===== config.mk =====
export PLATFORM = sky130hd
export DESIGN_NAME = srap_port
export DESIGN_NICKNAME = d
export VERILOG_FILES = /design/src/srap_pkg.sv /design/src/srap_sync.sv /design/src/srap_port.sv
export VERILOG_INCLUDE_DIRS = /design/src
export SDC_FILE = /design/constraint.sdc
export NUM_CORES = 1
export LEC_CHECK = 0
export BUFFER_PORTS_ARGS = -buffer_cell sky130_fd_sc_hd__buf_4
export CORE_MARGIN = 2
export CORE_UTILIZATION = 60
export DETAILED_ROUTE_END_ITERATION = 10
export GPL_TIMING_DRIVEN = 1
export HOLD_SLACK_MARGIN = 0.03
export MAX_ROUTING_LAYER = met4
export PLACE_DENSITY = 0.84
export SLEW_MARGIN = 5
export SYNTH_ARGS = -nofsm -noshare
export SYNTH_HDL_FRONTEND = slang
export SYNTH_SLANG_ARGS = --single-unit

===== constraint.sdc =====
create_clock -name clk -period 3.53 [get_ports clk]
set_clock_uncertainty 0.15 [all_clocks]
set_input_delay 0 -clock clk [delete_from_list [all_inputs] [get_ports clk]]
set_output_delay 0 -clock clk [all_outputs]
set_load 0.01 [all_outputs]

===== src/srap_consts.svh =====
/*
 * constants of the serial register access port: word layout, register
 * map of the small local register file, reset values and pin timing.
 * assumes inclusion by its bare name from the package and the port module.
 */
`ifndef SRAP_CONSTS_SVH
`define SRAP_CONSTS_SVH

// word layout: address first, then data, msb first
`define SRAP_WORD_BITS      24
`define SRAP_ADDR_BITS      8
`define SRAP_DATA_BITS      16
`define SRAP_CNT_LAST       5'h17
`define SRAP_CNT_ZERO       5'h00
`define SRAP_CNT_ONE        5'h01
`define SRAP_CNT_ADDR_LAST  5'h07
`define SRAP_CNT_DATA_FIRST 5'h08

// local register file
`define SRAP_NUM_REGS       8
`define SRAP_IDX_BITS       3
`define SRAP_CTRL_ADDR      8'h00
`define SRAP_RDSEL_BIT      1
`define SRAP_SWRST_BIT      0
`define SRAP_REG_RESET      16'h0000
`define SRAP_ADDR_LIMIT     8'h08

// clock rate and reset timing
`define SRAP_CLK_PERIOD_NS  5
`define SRAP_RST_MIN_NS     100
`define SRAP_RST_CYCLES     ((`SRAP_RST_MIN_NS + `SRAP_CLK_PERIOD_NS - 1) \
                             / `SRAP_CLK_PERIOD_NS)

`endif


===== src/srap_pkg.sv =====
/*
 * types shared by the serial register access port.
 * assumes srap_consts.svh is on the include path.
 */
`include "srap_consts.svh"

package srap_pkg;
    typedef logic [`SRAP_DATA_BITS-1:0] srap_word_t;
    typedef logic [`SRAP_ADDR_BITS-1:0] srap_addr_t;
    typedef logic [4:0]                 srap_cnt_t;
    typedef enum logic [1:0] {
        SRAP_IDLE  = 2'b00,
        SRAP_SHIFT = 2'b01
    } srap_state_t;
endpackage


===== src/srap_sync.sv =====
/*
 * two flip-flop synchroniser for one pin level.
 * assumes the input is asynchronous to clk; reset value is a parameter.
 */
`timescale 1ns/100ps

module srap_sync #(
    parameter logic RESET_VAL = 1'b0
) (
    input  wire logic clk,
    input  wire logic reset_n,
    input  wire logic pin,
    output logic      level
);
    logic meta_q;
    logic meta_d;
    logic level_q;
    logic level_d;

    // next values: first stage is read only by the second
    always_comb begin
        meta_d  = pin;
        level_d = meta_q;
    end

    // register the stages
    always_ff @(posedge clk) begin
        if (!reset_n) begin
            meta_q  <= RESET_VAL;
            level_q <= RESET_VAL;
        end else begin
            meta_q  <= meta_d;
            level_q <= level_d;
        end
    end

    assign level = level_q;
endmodule


===== src/srap_port.sv =====
/*
 * serial register access port: 24-bit words of address and data shifted
 * in on serial clock rising edges while the enable is low, a small
 * register file, and readback on a shared three-state output.
 * assumes all serial pins are asynchronous to clk and that serial clock
 * phases last at least three clk periods.
 */
`timescale 1ns/100ps
`include "srap_consts.svh"

// Notes on behaviour
// - bits shift only while enable is low
// - sample data on each serial clock rise
// - load register on every 24th rise
// - drop trailing partial word bits
// - several words per enable, counter restarts
// - word is 8 address, 16 data
// - read cycle shifts addressed register out
// - readback bit stays writable, clear to write
// - output three-stated unless readback selected
module srap_port (
    input  wire logic clk,
    input  wire logic reset_n,
    input  wire logic serial_enable_n,
    input  wire logic serial_clk_pin,
    input  wire logic serial_in_pin,
    output logic      serial_out_pin,
    output logic      serial_out_oe,
    output logic [`SRAP_DATA_BITS-1:0] ctrl_word,
    output logic      readback_sel
);
    logic                  en_n_s;
    logic                  sclk_s;
    logic                  serial_in_pin_s;
    logic                  sclk_prev_q;
    logic                  sclk_prev_d;
    logic                  rise;
    logic                  fall;
    srap_pkg::srap_state_t state_q;
    srap_pkg::srap_state_t state_d;
    srap_pkg::srap_cnt_t   cnt_q;
    srap_pkg::srap_cnt_t   cnt_d;
    logic [`SRAP_WORD_BITS-2:0] shift_q;
    logic [`SRAP_WORD_BITS-2:0] shift_d;
    srap_pkg::srap_word_t  regs_q [`SRAP_NUM_REGS];
    srap_pkg::srap_word_t  regs_d [`SRAP_NUM_REGS];
    srap_pkg::srap_word_t  out_sr_q;
    srap_pkg::srap_word_t  out_sr_d;
    logic                  sdo_q;
    logic                  sdo_d;
    logic [`SRAP_WORD_BITS-1:0] word;
    srap_pkg::srap_addr_t  waddr;
    logic                  load;

    // register read with zero for unmapped addresses
    function automatic srap_pkg::srap_word_t reg_at(
        input srap_pkg::srap_word_t r [`SRAP_NUM_REGS],
        input srap_pkg::srap_addr_t a);
        if (a < `SRAP_ADDR_LIMIT)
            return r[a[`SRAP_IDX_BITS-1:0]];
        else
            return `SRAP_REG_RESET;
    endfunction

    // pins pass two flip-flops first; enable idles high
    srap_sync #(.RESET_VAL(1'b1)) u_sync_en (
        .clk     (clk),
        .reset_n (reset_n),
        .pin     (serial_enable_n),
        .level   (en_n_s)
    );
    srap_sync #(.RESET_VAL(1'b0)) u_sync_sclk (
        .clk     (clk),
        .reset_n (reset_n),
        .pin     (serial_clk_pin),
        .level   (sclk_s)
    );
    srap_sync #(.RESET_VAL(1'b0)) u_sync_serial_in_pin (
        .clk     (clk),
        .reset_n (reset_n),
        .pin     (serial_in_pin),
        .level   (serial_in_pin_s)
    );

    // serial clock edge detection on the synchronised level
    assign rise  = sclk_s & ~sclk_prev_q;
    assign fall  = ~sclk_s & sclk_prev_q;
    assign word  = {shift_q, serial_in_pin_s};
    assign waddr = word[`SRAP_WORD_BITS-1:`SRAP_DATA_BITS];
    assign load  = (state_q == srap_pkg::SRAP_SHIFT) && rise
                   && !en_n_s && (cnt_q == `SRAP_CNT_LAST);

    // next state of the shifter, counter and register file
    always_comb begin
        sclk_prev_d = sclk_s;
        state_d     = state_q;
        cnt_d       = cnt_q;
        shift_d     = shift_q;
        regs_d      = regs_q;
        out_sr_d    = out_sr_q;
        sdo_d       = sdo_q;
        if (en_n_s) begin
            // enable high: no shifting, partial word dropped
            state_d = srap_pkg::SRAP_IDLE;
            cnt_d   = `SRAP_CNT_ZERO;
        end else if (state_q == srap_pkg::SRAP_IDLE) begin
            // enable falling edge restarts the group counter
            state_d = srap_pkg::SRAP_SHIFT;
            cnt_d   = `SRAP_CNT_ZERO;
            if (rise) begin
                shift_d = {shift_q[`SRAP_WORD_BITS-3:0], serial_in_pin_s};
                cnt_d   = `SRAP_CNT_ONE;
            end
        end else if (rise) begin
            shift_d = {shift_q[`SRAP_WORD_BITS-3:0], serial_in_pin_s};
            if (cnt_q == `SRAP_CNT_LAST) begin
                cnt_d = `SRAP_CNT_ZERO;
            end else begin
                cnt_d = srap_pkg::srap_cnt_t'(cnt_q + `SRAP_CNT_ONE);
            end
            // address complete after the eighth bit: load readback data
            if (cnt_q == `SRAP_CNT_ADDR_LAST) begin
                out_sr_d = reg_at(regs_q, word[`SRAP_ADDR_BITS-1:0]);
            end
        end
        // output bit changes on the serial clock fall, msb first
        if (fall && !en_n_s && state_q == srap_pkg::SRAP_SHIFT
            && cnt_q >= `SRAP_CNT_DATA_FIRST) begin
            sdo_d    = out_sr_q[`SRAP_DATA_BITS-1];
            out_sr_d = {out_sr_q[`SRAP_DATA_BITS-2:0], 1'b0};
        end
        if (load) begin
            if (waddr == `SRAP_CTRL_ADDR) begin
                // control stays writable even in readback
                regs_d[0] = word[`SRAP_DATA_BITS-1:0];
                if (word[`SRAP_SWRST_BIT]) begin
                    for (int i = 0; i < `SRAP_NUM_REGS; i++) begin
                        regs_d[i] = `SRAP_REG_RESET;
                    end
                end
            end else if (!regs_q[0][`SRAP_RDSEL_BIT]
                         && waddr < `SRAP_ADDR_LIMIT) begin
                regs_d[waddr[`SRAP_IDX_BITS-1:0]] =
                    word[`SRAP_DATA_BITS-1:0];
            end
        end
    end

    // register all state; reset clears counter and registers
    always_ff @(posedge clk) begin
        if (!reset_n) begin
            sclk_prev_q <= 1'b0;
            state_q     <= srap_pkg::SRAP_IDLE;
            cnt_q       <= `SRAP_CNT_ZERO;
            shift_q     <= '0;
            out_sr_q    <= `SRAP_REG_RESET;
            sdo_q       <= 1'b0;
            for (int i = 0; i < `SRAP_NUM_REGS; i++) begin
                regs_q[i] <= `SRAP_REG_RESET;
            end
        end else begin
            sclk_prev_q <= sclk_prev_d;
            state_q     <= state_d;
            cnt_q       <= cnt_d;
            shift_q     <= shift_d;
            out_sr_q    <= out_sr_d;
            sdo_q       <= sdo_d;
            regs_q      <= regs_d;
        end
    end

    // outputs; driver enabled only while readback is selected
    assign readback_sel   = regs_q[0][`SRAP_RDSEL_BIT];
    assign serial_out_oe  = regs_q[0][`SRAP_RDSEL_BIT];
    assign serial_out_pin = sdo_q;
    assign ctrl_word      = regs_q[0];
endmodule


Word-level counts from Yosys, hierarchy flattened:

Index checks and enable logic that the tools add are counted.

* register bits: 181
* bits in latches: 0
* bits in writable memories: 0
* bits in read-only memories: 0
* bits of input ports: 5
* output and inout bits: 19
* logic and storage cells: 84
* memories kept: 0

* add/subtract/negate cells: 1
* multiply operators: 0
* divide/modulo/power cells: 0
* magnitude comparators: 6
* equal/unequal tests: 5
* shift-type cells: 0
* mux-type cells: 19
* bitwise gates (word level): 9
* reductions and logical operators: 23

Operators by type and width (count)
* two-way mux 128 bit: 3
* two-way mux 16 bit: 9
* bitwise mux 128 bit: 1
* binary-select mux 16 bit (select 3 bit): 1
* demux 16 bit (select 3 bit): 1
* less-than comparator 8 x 4 -> 1 bit (second input constant): 2
* two-way mux 5 bit: 3
* >= comparator 4 bit (second input constant): 2
* logical AND 1 bit: 8
* zero test 8 bit: 1
* NOT 3 -> 4 bit: 2
* AND reduction 4 bit: 2
* nonzero test 2 bit: 4
* adder 5 x 1 -> 5 bit (second input constant): 1
* equality test 5 x 3 -> 1 bit (second input constant): 1
* equality test 5 bit (second input constant): 1
* >= comparator 5 x 4 -> 1 bit (second input constant): 1
* NOT 1 bit: 5
* less-than comparator 4 x 1 -> 1 bit (second input constant): 1
* != test 2 x 1 -> 1 bit (second input constant): 2
* AND reduction 2 bit: 2
* OR reduction 2 bit: 2
* AND reduction 3 bit: 1
* bitwise AND 1 bit: 2
* other kinds (4): 5

Longest topological paths before layout:

* word-level depth: 10
* depth in mapped cells: 7
* mapped depth without buffers: 5

Modules after synthesis:

A second synthesis with hierarchy kept.

* cell total of the unflattened synthesis: 695
* area, all modules: 7508.5 µm²

By module, submodules not included
* srap_port: times used 1, cells an instance 683, area an instance 7350.8 µm², sequential area each 3503.4 µm²
* srap_sync: times used 3, cells an instance 4, area an instance 52.6 µm², sequential area each 40.0 µm²

Least setup slack after synthesis:

No wires, ideal clock.

* path type: register -> register
* from: register cnt_q[0]
* to: register regs_q[72] in the netlist's numbering
* setup time: 0.117 ns
* arrival: 2.044 ns
* required time: 3.263 ns
* path slack: 1.219 ns
* cell stages (with the launch flop): 8
* path buffers: 2
* period minus slack after synthesis: 2.311 ns
* path through: dfxtp_1 ha_1 and4b_2 nand4_4 or4_1 buf_2 buf_6 a32o_1

* cells in the longest elaborated chain, start to end: 3

Ends and longest elaborated chain
* start: declaration: RTL line srap_port.sv:41 `srap_pkg::srap_cnt_t cnt_q;`
* start signal: assignment: RTL line srap_port.sv:154 `` cnt_q <= `SRAP_CNT_ZERO; ``
* start signal: assignment: RTL line srap_port.sv:164 `cnt_q <= cnt_d;`
* equality test 5 bit (no source line)
* logical AND 1 bit: RTL line srap_port.sv:90 `assign load = (state_q == srap_pkg::SRAP_SHIFT) && rise`
* AND reduction 3 bit (no source line)
* end signal: indexed assignment: RTL line srap_port.sv:159 `` regs_q[i] <= `SRAP_REG_RESET; ``
* end signal: assignment: RTL line srap_port.sv:168 `regs_q <= regs_d;`
* end: declaration: RTL line srap_port.sv:45 `` srap_pkg::srap_word_t regs_q [`SRAP_NUM_REGS]; ``

No other way between the ends.
A chain may end at the register's enable or synchronous reset.

Final worst setup path:

* from: register shift_q[15]
* to: register regs_q[107] in the netlist's numbering

* cells in the longest elaborated chain, start to end: 8
* elaborated cells on any way between the ends: 15
* classes of those cells: 3 x order compare; 1 x eq/ne; 5 x mux; 1 x bitwise; 5 x reduce/logical

Ends and longest elaborated chain
* start: declaration: RTL line srap_port.sv:43 `` logic [`SRAP_WORD_BITS-2:0] shift_q; ``
* start signal: assignment: RTL line srap_port.sv:165 `shift_q <= shift_d;`
* NOT 3 -> 4 bit: RTL line srap_port.sv:143 `` regs_d[waddr[`SRAP_IDX_BITS-1:0]] = ``
* >= comparator 4 bit / less-than comparator 4 x 1 -> 1 bit (equally long branches): RTL line srap_port.sv:143
* logical AND 1 bit: RTL line srap_port.sv:143
* two-way mux 16 bit: RTL line srap_port.sv:143
* demux 16 bit (select 3 bit): RTL line srap_port.sv:143
* bitwise mux 128 bit: RTL line srap_port.sv:143
* two-way mux 128 bit: RTL line srap_port.sv:141 `` end else if (!regs_q[0][`SRAP_RDSEL_BIT] ``
* two-way mux 128 bit: RTL line srap_port.sv:133 `` if (waddr == `SRAP_CTRL_ADDR) begin ``

Parallel ways exist; a longest one is shown, timed or not. The select of a mux whose other input is x is not followed.

==> impl_metrics.env <==
export IMPL_outcome="finished clean"
export IMPL_powerDensity_nw_per_um2=489.3
export IMPL_core_region_area_sq_um=12110
export IMPL_final_nets=723
export IMPL_timing_hold_worst_start="serial_enable_n"
export IMPL_finalHoldViolations=0
export IMPL_grt_pass1_wl_um=30950
export IMPL_dp_cells=861
export IMPL_layout_drive_gt1_share=0.1660
export IMPL_worst_slew_pin_slew_ns=1.179
export IMPL_dieArea_sq_um=13460
export IMPL_io_buffers=23
export IMPL_grt_max_degree=56
export IMPL_numCtsBuffers=17
export IMPL_r2r_setup_slack_ns=0.52
export IMPL_hold_depth=3
export IMPL_avgRoutedWirePerCell_um=21.49
export IMPL_place_gp_congestion=0.8714
export IMPL_finalSetupViolCount=0
export IMPL_yosysSeqAreaShare=0.4812
export IMPL_drt_iter0_drc=554
export IMPL_tns_ns=0
export IMPL_r2r_end="regs_q[107]"
export IMPL_initial_utilization=0.6217
export IMPL_ys_seq_elements=181
export IMPL_max_freq_mhz=332.6
export IMPL_cts_resized_gates=0
export IMPL_reg2regPathDepth=4
export IMPL_htree_num_levels=4
export IMPL_startpoint="shift_q[15]"
export IMPL_die_w_um=116.0
export IMPL_track_usage=0.3119
export IMPL_layout_commonest_cell="dfxtp_1"
export IMPL_viasPerCell=6.633
export IMPL_worst_setup_path_type="reg2reg"
export IMPL_rr_startpoint="shift_q[15]"
export IMPL_drt_first_pass_iters=6
export IMPL_cp_start_kind="register"
export IMPL_layout_common_cells="dfxtp_1, nand2_1, o22ai_1"
export IMPL_synth_async_reset_ratio=0
export IMPL_antenna_cells_inserted=0
export IMPL_hold_buffers=4
export IMPL_clkLatencyLatePin_ns=0.43
export IMPL_p_leak_nw=2.710
export IMPL_ios=24
export IMPL_vias=5950
export IMPL_drv_cap=0
export IMPL_hold_path_class="in2reg"
export IMPL_syn2layout_area_growth_pct=10.67
export IMPL_grt_overflow_total=0
export IMPL_period_needed_ns=3.007
export IMPL_clockBufferDepth=2
export IMPL_synth_cells=734
export IMPL_relSlewSlack=0.2086
export IMPL_root_buffer="clkbuf_16"
export IMPL_cts_sinks=181
export IMPL_min_to="u_sync_en.level_d"
export IMPL_rsz0062_at_grt="false"
export IMPL_worstPathArrival_ns=3.23
export IMPL_synth_edff_count=0
export IMPL_synth_nets=741
export IMPL_grt_antenna_before_repair=0
export IMPL_synth_top_flop_cell="dfxtp_1"
export IMPL_synth_area_sq_um=7530
export IMPL_period_share=0.8518
export IMPL_antenna_left=0
export IMPL_total_power_w=0.004077
export IMPL_ys_warn_count=0
export IMPL_die_h_um=116.0
export IMPL_dp_hpwl_um=11750
export IMPL_crit_required_ns=3.75
export IMPL_wirelength_um=19280
export IMPL_post_cts_setup_buffer_count=0
export IMPL_grt_pass1_vias=5936
export IMPL_netlist_cell_type_count=48
export IMPL_drv_slew=0
export IMPL_core_rowCount=40
export IMPL_tritoncts="built"
export IMPL_avgSynthCellArea_sq_um=10.26
export IMPL_vdd_drop_max_mv=0.3170
export IMPL_path_max_fanout=18
export IMPL_clk_pin_slew_worst_paths_ns=0.07
export IMPL_end_kind="register"
export IMPL_fin_cells=897
export IMPL_drc=0
==> kinds of logic after synthesis <==
| group | count (synthesis) | synth area share |
|---|---|---|
| compound gates | 191 | 0.1813 |
| xor+xnor | 1 | 0.001163 |
| fa+ha+maj | 2 | 0.003323 |
| buf+inv | 94 | 0.05882 |
| flops | 181 | 0.4812 |
| mux | 62 | 0.1361 |
| simple gates | 203 | 0.1381 |
==> cell usage after synthesis, drive strengths merged (4+ instances only) <==
cell     count  area, sq um
dfxtp      181         3623
nand2      125        469.2
o22ai       48        300.3
clkbuf      44        166.4
buf         40        239.0
a21oi       32        160.2
a22o        32        280.3
mux4        32        720.7
mux2i       30        304.0
o21ai       24        120.1
a32o        16        160.2
o2bb2ai     16        140.1
a32oi       15        131.4
nand3b      13        97.59
nor4        10        100.1
inv          9        33.78
nor2         9        33.78
or4          8        60.06
nand3        7        35.03
and2         6        37.54
nand4        6        52.55
nand2b       4        25.02
==> registers in the layout (all words and copies together) (netlist names), 5 cells and up <==
register / cells
cnt_q: 5
ctrl_word: 16
out_sr_q: 16
regs_q: 112
shift_q: 23
==> per-stage QoR <==
| step | util | setup WS [ns] | hold slack, ns | area, sq um |
|---|---|---|---|---|
| floorplan | - | 1.219 | -0.04853 | 7530 |
| global route | 0.6880 | 0.3369 | 0.1530 | 8333 |
| finish | 0.6880 | 0.5230 | 0.1495 | 8333 |
| CTS | 0.6880 | 0.5885 | 0.1375 | 8333 |
| detailed placement | 0.6339 | 0.6240 | 0.04041 | 7677 |
| global placement | 0.6339 | 0.7214 | 0.03351 | 7677 |
==> report_power, final <==
part | switching, W | total, W | internal [W]
clock | 0.000809 | 0.00195 | 0.00114
combinational | 0.0000514 | 0.0000729 | 0.0000215
sequential | 0.00000844 | 0.00205 | 0.00205
==> worst max path at each step <==
| stage | depth (start not counted) | end | slack [ns] |
|---|---|---|---|
| 4_1_cts | 4 | regs_q[101] | 0.59 |
| 2_1_floorplan | 7 | regs_q[72] | 1.22 |
| 3_3_place_gp | 4 | regs_q[105] | 0.72 |
| 3_5_place_dp | 4 | regs_q[106] | 0.62 |
| 6_report | 4 | regs_q[107] | 0.52 |
| 5_1_grt | 4 | regs_q[101] | 0.34 |
==> worst max-delay path, cell delays in order, from the launching register on <==
cell	delay [ns]
dfxtp_1	0.69
or3_1	0.46
mux2i_2	0.50
o41a_1	0.87
a22o_1	0.27
==> metal layers <==
| metal | share of wire | up-vias | global-route usage |
|---|---|---|---|
| met1 | 0.40 | 2898 | 0.3848 |
| met2 | 0.49 | 310 | 0.5068 |
| met5 | 0 | - | - |
| met3 | 0.090 | 46 | 0.06015 |
| met4 | 0.026 | 0 | 0.1270 |
| li1 | - | 2696 | - |
==> area by class of cell <==
class / instances / area, sq um
timing repair buffer: 47 / 375.4
fill: 906 / 3779
clock inverter: 14 / 176.4
clock buffer: 18 / 439.2
multi-input combinational: 459 / 3468
sequential: 181 / 3626
inverter: 10 / 37.54
tap: 168 / 210.2
Note: power is estimated with default switching activity, not from simulation.
